$ cat src/include/dcm_pkg.sv
// constants and types for the density calculation mode register bank
// Function
// - mode 0 bypasses calculation, fraction full
// - modes 1-3 pick oil tables, volume from standard
// - mode 4 net oil fraction, volume by portion
// - mode 5 main percentage from main density
// - mode 6 accepted only with special function
// - mode 7 percentage from both densities
// - substance densities used in modes 4, 5
// - mode 4 main density range check sets bit 13
// - mode 4 water density range check sets bit 13
// - mode 5 densities must differ over ten percent
// - filter density results with register time constant
// - densities read in selected density unit
// - holding registers, writes need service level
package dcm_pkg;
  localparam logic [15:0] ADDR_MODE = 16'h683A;
  localparam logic [15:0] ADDR_MAIN = 16'h683C;
  localparam logic [15:0] ADDR_ADD = 16'h683E;
  localparam logic [15:0] ADDR_TAU = 16'h6848;
  localparam logic [31:0] MODE_NONE = 32'h0000_0000;
  localparam logic [31:0] MODE_CRUDE = 32'h0000_0001;
  localparam logic [31:0] MODE_LUBE = 32'h0000_0003;
  localparam logic [31:0] MODE_NETOIL = 32'h0000_0004;
  localparam logic [31:0] MODE_PCT = 32'h0000_0005;
  localparam logic [31:0] MODE_SPEC1 = 32'h0000_0006;
  localparam logic [31:0] MODE_PCT2 = 32'h0000_0007;
  localparam int MODE_COUNT = 8;
  localparam logic [31:0] RST_MODE = MODE_NONE;
  localparam logic [31:0] RST_DENS = 32'h0000_0000;
  localparam logic [31:0] RST_TAU = 32'h4000_0000;
  // density units understood by the range checks
  localparam logic [31:0] UNIT_KGM3 = 32'h0000_0000;
  localparam logic [31:0] UNIT_GCM3 = 32'h0000_0001;
  // float32 range limits, kg/m3 then g/cm3
  localparam logic [31:0] OIL_LO_KG = 32'h4418_A666;
  localparam logic [31:0] OIL_HI_KG = 32'h4491_7000;
  localparam logic [31:0] WAT_LO_KG = 32'h4479_4000;
  localparam logic [31:0] WAT_HI_KG = 32'h44A2_8000;
  localparam logic [31:0] OIL_LO_G = 32'h3F1C_5048;
  localparam logic [31:0] OIL_HI_G = 32'h3F94_ED91;
  localparam logic [31:0] WAT_LO_G = 32'h3F7F_3B64;
  localparam logic [31:0] WAT_HI_G = 32'h3FA6_6666;
  // 1.1 and 0.9 as Q1.23 mantissa plus exponent step
  localparam logic [23:0] K_HI_MANT = 24'h8CCCCD;
  localparam logic [7:0] K_HI_EXP = 8'h00;
  localparam logic [23:0] K_LO_MANT = 24'hE66666;
  localparam logic [7:0] K_LO_EXP = 8'hFF;
  localparam int F_BIAS = 127;
  localparam logic [7:0] F_EXP_ZERO = 8'h00;
  // measurement samples are unsigned Q16.16
  localparam logic [31:0] FRAC_FULL = 32'h0064_0000;
  localparam int ERR_BIT = 13;
  // update interval is 2**DT_LOG2 seconds
  localparam int DT_LOG2 = -6;
  localparam int FILT_K_MAX = 15;
  localparam logic [3:0] FILT_K_MAXV = 4'hF;
  localparam logic [7:0] EXC_NONE = 8'h00;
  localparam logic [7:0] EXC_ADDR = 8'h02;
  localparam logic [7:0] EXC_VALUE = 8'h03;
  localparam logic [7:0] EXC_ACCESS = 8'h04;
  typedef enum logic [1:0] {
    ST_IDLE = 2'b01,
    ST_RESP = 2'b10
  } dcm_state_e;
endpackage : dcm_pkg

$ cat src/rtl/dcm_mode_config.sv
// density calculation mode register bank with checks and filter
`timescale 1ns/1ps
module dcm_mode_config (
  // clock and reset
  input wire logic clk,
  input wire logic rstn,
  // holding register access from the protocol engine
  input wire logic reqValid,
  input wire logic reqWrite,
  input wire logic [15:0] reqAddr,
  input wire logic [31:0] reqWdata,
  output logic reqReady,
  output logic rspValid,
  output logic [31:0] rspRdata,
  output logic [7:0] rspExc,
  // access level and unit context
  input wire logic serviceLevel,
  input wire logic special1Avail,
  input wire logic [31:0] densityUnitSel,
  // measurement samples
  input wire logic sampleValid,
  input wire logic [31:0] compDensity,
  input wire logic [31:0] calcStdDensity,
  input wire logic [31:0] calcFraction,
  // results and calculation steering
  output logic [31:0] densityFiltered,
  output logic [31:0] stdDensityResult,
  output logic [31:0] mainVolumeFraction,
  output logic [7:0] modeOneHot,
  output logic volFromStd,
  output logic volByFraction,
  output logic useSubstance,
  output logic [31:0] errorFlagWord
);
  import dcm_pkg::*;

  typedef struct packed {
    dcm_state_e st;
    logic [31:0] mode;
    logic [31:0] dMain;
    logic [31:0] dAdd;
    logic [31:0] tau;
    logic rspValid;
    logic [31:0] rspData;
    logic [7:0] rspExc;
    logic [3:0] filtK;
    logic [31:0] densF;
    logic [31:0] stdF;
    logic [31:0] frac;
    logic [7:0] modeHot;
    logic volStd;
    logic volFrac;
    logic useSub;
    logic [31:0] errWord;
  } dcm_state_s;

  dcm_state_s s_q;
  dcm_state_s s_d;

  // positive float in closed range; bit patterns order like values
  function automatic logic inRange(input logic [31:0] v,
                                   input logic [31:0] lo,
                                   input logic [31:0] hi);
    return !v[31] && (v >= lo) && (v <= hi);
  endfunction : inRange

  // positive float times a constant mantissa and exponent step
  function automatic logic [31:0] scaleF(input logic [31:0] f,
                                         input logic [23:0] k,
                                         input logic [7:0] eAdj);
    logic [47:0] p;
    logic [7:0] e;
    p = {1'b1, f[22:0]} * k;
    e = f[30:23] + eAdj + {7'h00, p[47]};
    if (f[30:23] == F_EXP_ZERO) begin
      return 32'h0000_0000;
    end
    return p[47] ? {1'b0, e, p[46:24]} : {1'b0, e, p[45:23]};
  endfunction : scaleF

  // shift k with 2**-k close to interval over tau
  function automatic logic [3:0] tauShift(input logic [31:0] t);
    int e;
    e = int'(t[30:23]) - F_BIAS + int'(t[22]) - DT_LOG2;
    if (t[31] || t[30:23] == F_EXP_ZERO || e < 0) begin
      return 4'h0;
    end
    if (e > FILT_K_MAX) begin
      return FILT_K_MAXV;
    end
    return e[3:0];
  endfunction : tauShift

  // first-order low pass step
  function automatic logic [31:0] lowPass(input logic [31:0] y,
                                          input logic [31:0] x,
                                          input logic [3:0] k);
    logic signed [32:0] diff;
    logic signed [32:0] step;
    diff = $signed({1'b0, x}) - $signed({1'b0, y});
    step = diff >>> k;
    return y + step[31:0];
  endfunction : lowPass

  function automatic logic isMapped(input logic [15:0] a);
    return a == ADDR_MODE || a == ADDR_MAIN || a == ADDR_ADD ||
           a == ADDR_TAU;
  endfunction : isMapped

  function automatic logic modeOk(input logic [31:0] m,
                                  input logic avail);
    return m < MODE_COUNT && (m != MODE_SPEC1 || avail);
  endfunction : modeOk

  logic [31:0] oilLo;
  logic [31:0] oilHi;
  logic [31:0] watLo;
  logic [31:0] watHi;
  logic unitOk;
  logic rangeErr;
  logic diffErr;

  // limits follow the selected density unit
  always_comb begin
    unitOk = 1'b1;
    oilLo = OIL_LO_KG;
    oilHi = OIL_HI_KG;
    watLo = WAT_LO_KG;
    watHi = WAT_HI_KG;
    if (densityUnitSel == UNIT_GCM3) begin
      oilLo = OIL_LO_G;
      oilHi = OIL_HI_G;
      watLo = WAT_LO_G;
      watHi = WAT_HI_G;
    end else if (densityUnitSel != UNIT_KGM3) begin
      unitOk = 1'b0;
    end
  end

  always_comb begin
    rangeErr = !unitOk ||
      !inRange(s_q.dMain, oilLo, oilHi) ||
      !inRange(s_q.dAdd, watLo, watHi);
    diffErr = s_q.dMain[31] || s_q.dAdd[31] ||
      !((s_q.dAdd > scaleF(s_q.dMain, K_HI_MANT, K_HI_EXP)) ||
        (s_q.dAdd < scaleF(s_q.dMain, K_LO_MANT, K_LO_EXP)));
  end

  always_comb begin
    s_d = s_q;
    s_d.rspValid = 1'b0;
    case (s_q.st)
      ST_IDLE: begin
        if (reqValid) begin
          s_d.st = ST_RESP;
          s_d.rspValid = 1'b1;
          s_d.rspExc = EXC_NONE;
          s_d.rspData = 32'h0000_0000;
          if (!isMapped(reqAddr)) begin
            s_d.rspExc = EXC_ADDR;
          end else if (reqWrite) begin
            if (!serviceLevel) begin
              s_d.rspExc = EXC_ACCESS;
            end else if (reqAddr == ADDR_MODE) begin
              if (modeOk(reqWdata, special1Avail)) begin
                s_d.mode = reqWdata;
              end else begin
                s_d.rspExc = EXC_VALUE;
              end
            end else if (reqAddr == ADDR_MAIN) begin
              s_d.dMain = reqWdata;
            end else if (reqAddr == ADDR_ADD) begin
              s_d.dAdd = reqWdata;
            end else begin
              s_d.tau = reqWdata;
            end
          end else begin
            case (reqAddr)
              ADDR_MODE: s_d.rspData = s_q.mode;
              ADDR_MAIN: s_d.rspData = s_q.dMain;
              ADDR_ADD: s_d.rspData = s_q.dAdd;
              default: s_d.rspData = s_q.tau;
            endcase
          end
        end
      end
      ST_RESP: begin
        s_d.st = ST_IDLE;
      end
      default: begin
        s_d.st = ST_IDLE;
      end
    endcase
    // calculation steering from the stored mode
    s_d.modeHot = 8'h00;
    s_d.modeHot[s_q.mode[2:0]] = 1'b1;
    s_d.volStd = s_q.mode >= MODE_CRUDE && s_q.mode <= MODE_LUBE;
    s_d.volFrac = s_q.mode == MODE_NETOIL ||
                  s_q.mode == MODE_PCT ||
                  s_q.mode == MODE_PCT2;
    s_d.useSub = s_q.mode == MODE_NETOIL || s_q.mode == MODE_PCT;
    s_d.errWord = 32'h0000_0000;
    s_d.errWord[ERR_BIT] = (s_q.mode == MODE_NETOIL && rangeErr) ||
                           (s_q.mode == MODE_PCT && diffErr);
    s_d.filtK = tauShift(s_q.tau);
    if (sampleValid) begin
      s_d.densF = lowPass(s_q.densF, compDensity, s_q.filtK);
      if (s_q.mode == MODE_NONE) begin
        s_d.stdF = lowPass(s_q.stdF, compDensity, s_q.filtK);
        s_d.frac = FRAC_FULL;
      end else begin
        s_d.stdF = lowPass(s_q.stdF, calcStdDensity, s_q.filtK);
        s_d.frac = calcFraction;
      end
    end
  end

  always_ff @(posedge clk or negedge rstn) begin
    if (!rstn) begin
      s_q <= '{st: ST_IDLE, mode: RST_MODE, dMain: RST_DENS,
               dAdd: RST_DENS, tau: RST_TAU, frac: FRAC_FULL,
               modeHot: 8'h01, default: '0};
    end else begin
      s_q <= s_d;
    end
  end

  assign reqReady = s_q.st[0];
  assign rspValid = s_q.rspValid;
  assign rspRdata = s_q.rspData;
  assign rspExc = s_q.rspExc;
  assign densityFiltered = s_q.densF;
  assign stdDensityResult = s_q.stdF;
  assign mainVolumeFraction = s_q.frac;
  assign modeOneHot = s_q.modeHot;
  assign volFromStd = s_q.volStd;
  assign volByFraction = s_q.volFrac;
  assign useSubstance = s_q.useSub;
  assign errorFlagWord = s_q.errWord;
endmodule : dcm_mode_config

$ cat config.mk
export PLATFORM = sky130hd
export DESIGN_NAME = dcm_mode_config
export DESIGN_NICKNAME = d
export VERILOG_FILES = /design/src/include/dcm_pkg.sv /design/src/rtl/dcm_mode_config.sv
export SDC_FILE = /design/constraint.sdc
export NUM_CORES = 2
export LEC_CHECK = 0
export ABC_AREA = 1
export BUFFER_PORTS_ARGS = -buffer_cell sky130_fd_sc_hd__buf_2
export CORE_MARGIN = 10
export CORE_UTILIZATION = 49
export DETAILED_ROUTE_END_ITERATION = 12
export GPL_TIMING_DRIVEN = 0
export PLACE_DENSITY = 0.76
export SLEW_MARGIN = 20
export SYNTH_ARGS = -nofsm -noshare
export SYNTH_HDL_FRONTEND = slang
export SYNTH_SLANG_ARGS = --single-unit
export TNS_END_PERCENT = 1
$ cat constraint.sdc
create_clock -name clk -period 8.9 [get_ports clk]
set_clock_uncertainty 0.15 [all_clocks]
set_input_delay 0.89 -clock clk [delete_from_list [all_inputs] [get_ports clk]]
set_output_delay 0.89 -clock clk [all_outputs]
set_load 0.02 [all_outputs]
==> flow_summary.yaml <==
run_status:
  status: "finished clean"
yosys:
  ys_warn_count: 0
  synth_top_area_share_pct: 18.84
  ys_seq_elements: 278
  syn_area_um2: 46220
  synthCells: 6019
  synthMostInstantiatedCell: "inv_1"
  synth_edf_count: 0
  synth_flop_cell: "dfrtp_1"
  synthArstFlopShare_pct: 100.0
  synthDistinctLibCells: 76
  synth-seq-area-share_pct: 15.07
  synth_area_leader_cell: "ha_1"
  syn_area_per_cell_um2: 7.678
  synth_area_leaders: "ha_1 (19%), fa_1 (18%), dfrtp_1 (15%)"
  synthTopCellsByCount: "inv_1 (1190), nand2_1 (1109), ha_1 (696), fa_1 (415), o21ai_0 (374)"
power:
  p_sw_share_pct: 52.93
  peakVddDrop_v: 0.0001977
  cellLeakagePower_nw: 28.49
  power_mw: 10.80
  comb_power_share_pct: 71.7
  p_sw_mw: 5.714
  clock_power_share_pct: 12.7
  power_density_nw_per_um2: 204.1
  power.internal_mw: 5.081
  seq_power_share_pct: 15.6
detailed_routing:
  ant_nets: 0
  drt_iter0_drc: 3933
  wl_per_cell_um: 21.67
  routed_wl_mm: 169.6
  drc_errors: 0
  viasPerCell: 5.582
  num_vias: 43700
  first_pass_iters: 6
layout:
  nNetsFinal: 7846
  synthToLayoutAreaGrowth_pct: 14.47
  drive_above_1_share_pct: 16.11
  fin_cells: 7828
  n_antenna_cell: 0
  design_area_um2: 52900
min_path:
  worstHoldPathType: "reg -> reg"
worst_setup_path:
  crit_fanout: 4
  slowest_delay_ns: 0.56
  required_ns: 9.29
  worst-setup-path-type: "reg -> reg"
  critical_path.slowest_cell: "fa_1"
  start_kind: "flop"
  arrival_ns: 9.02
  end_kind: "flop"
placement:
  dp_hpwl_mm: 135.2
  placedInstanceArea_um2: 49690
  dpl.cell_count: 7640
  portBuffers: 327
  place_congestion: 0.9959
cts:
  clkSinkCount: 278
  cts_tree: "done"
  clkTransAtPathRegs_ns: 0.07
  root_buffer: "clkbuf_16"
  clockBufferDepth: 3
  numCtsBuffers: 30
  cts_max_level: 1
  clock_latency_ns: 0.63
timing:
  setup_viol: 0
  fin_crit_sh_pct: 96.91
  period_minus_slack_ns: 8.625
  finalHoldViolCount: 0
  timing.slew.headroom_pct: 20.21
  hold_slack_ns: 0.3211
  worst_pin_slew_ns: 1.197
  slew_violations: 0
  timing.fmax_mhz: 115.9
  fin_tns_setup_ns: 0
grt:
  use_met2_pct: 50.44
  antenna_found_initial: 7
  grt_pass1_vias: 43310
  grt_use_met1_pct: 37.44
  grt_overflow: 0
  busiest_layer: "met2"
  grt_max_degree: 102
  grt_use_met3_pct: 6.688
  grt_pass1_wl_mm: 255.3
  grt_use_total_pct: 30.63
die:
  pin_count: 364
  num_rows: 112
  coreArea_um2: 93470
  dieArea_um2: 107000
  start_util_pct: 49.45
  die_height_um: 327.1
  die-width_um: 327.1
run:
  maxCapViolations: 0
[layout make-up]
cell class | count | area [um2]
plain buffers | 311 | 1918
clock buffers | 43 | 859.6
clock inverters | 11 | 192.7
fillers | 8599 | 40570
inverters | 1199 | 4578
multi-input cells | 4266 | 33840
flip-flops and latches | 278 | 7048
well taps | 1254 | 1569
repair buffers | 466 | 2897
[critical path, delay by kind of cell (launching register included)]
family,cells,cell delay [ns]
fa+ha+maj,10,4.22
simple gates,21,2.59
buf+inv,10,1.04
flops,1,0.49
compound gates,1,0.07
[cells in the final DEF, fill, tap and decap left out, types with 19 or more instances in the layout]
| cell | count |
|---|---|
| o211ai_1 | 20 |
| dfrtp_4 | 22 |
| o221ai_1 | 32 |
| a31oi_1 | 27 |
| nand3_1 | 324 |
| o21ai_0 | 369 |
| a21oi_2 | 34 |
| nand4_1 | 57 |
| a221oi_1 | 20 |
| buf_2 | 357 |
| xnor2_1 | 61 |
| nor3_1 | 43 |
| o21ai_2 | 19 |
| clkbuf_16 | 30 |
| a21oi_1 | 304 |
| nor2_1 | 270 |
| ha_1 | 647 |
| buf_4 | 297 |
| inv_2 | 23 |
| o21ai_1 | 43 |
| inv_1 | 1152 |
| mux2_2 | 30 |
| conb_1 | 36 |
| clkbuf_1 | 97 |
| nand2_1 | 1090 |
| fa_1 | 407 |
| nor4_1 | 36 |
| ha_4 | 40 |
| nand2_2 | 32 |
| clkinvlp_4 | 21 |
| xor2_1 | 84 |
| dfrtp_1 | 249 |
[layer usage]
layer  up-vias  share of wire [%]  wire, um
met2      1995                 46     77430
met3       464                9.2     15540
met5         -              0.031        53
li1      20340                  -         -
met4         8                6.5     10990
met1     20890                 39     65620
[power by group through the flow]
| stage | clock network [mW] | logic [mW] | registers (mW) |
|---|---|---|---|
| 5_1_grt | 1.42 | 8.59 | 1.70 |
| 6_report | 1.37 | 7.74 | 1.69 |
| 3_3_place_gp | 0 | 7.49 | 1.70 |
| 4_1_cts | 1.37 | 7.62 | 1.68 |
| 3_5_place_dp | 0 | 7.57 | 1.70 |
| 2_1_floorplan | 0 | 5.74 | 1.60 |
[worst paths after layout]
check / start / endpoint / slack [ns] / depth (start not counted)
max in group asynchronous: rstn / s_q[266] / 6.49 / 5
hold reg to reg: mainVolumeFraction[18] / mainVolumeFraction[18] / 0.32 / 2
setup / recovery: s_q[253] / errorFlagWord[13] / 0.28 / 42
hold / removal: mainVolumeFraction[18] / mainVolumeFraction[18] / 0.32 / 2
setup reg to reg: s_q[253] / errorFlagWord[13] / 0.28 / 42
min in group asynchronous: rstn / stdDensityResult[13] / 0.52 / 2
[cell families (layout without fill, tap and decap cells)]
logic type / after synthesis / count (layout) / synth area share [%]
mux: 41 / 41 / 0.9692
compound gates: 1000 / 1000 / 12.72
fa+ha+maj: 1111 / 1111 / 36.82
other cells: 1 / 36 / 0.008114
flops: 278 / 278 / 15.07
xor+xnor: 145 / 145 / 2.748
buf+inv: 1510 / 2030 / 13.84
simple gates: 1933 / 1933 / 17.82
[flip-flops by register name, summed over array words and instances, names as in the netlist]
register            count
reqReady                1
useSubstance            1
rspExc                  3
volByFraction           1
mainVolumeFraction     32
s_q                   133
modeOneHot              8
errorFlagWord           1
densityFiltered        32
volFromStd              1
rspValid                1
stdDensityResult       32
rspRdata               32
[through the flow]
step / utilization (%) / setup WS [ns]
floorplan: - / 0.5244
global placement: 53.02 / -2.230
detailed placement: 53.17 / -2.189
CTS: 55.84 / 0.007825
global route: 56.60 / -0.04616
finish: 56.60 / 0.2754
[timing repair]
action | CTS | global route
gates resized for setup | 168 | 97
endpoints found under the setup margin | 1 | 6
hold buffers | 1 | 0
endpoints found under the hold margin | 9 | 0
buffers inserted | 91 | 42
pin swaps | 56 | 61
No activity file was read; power rests on OpenSTA's default activity.
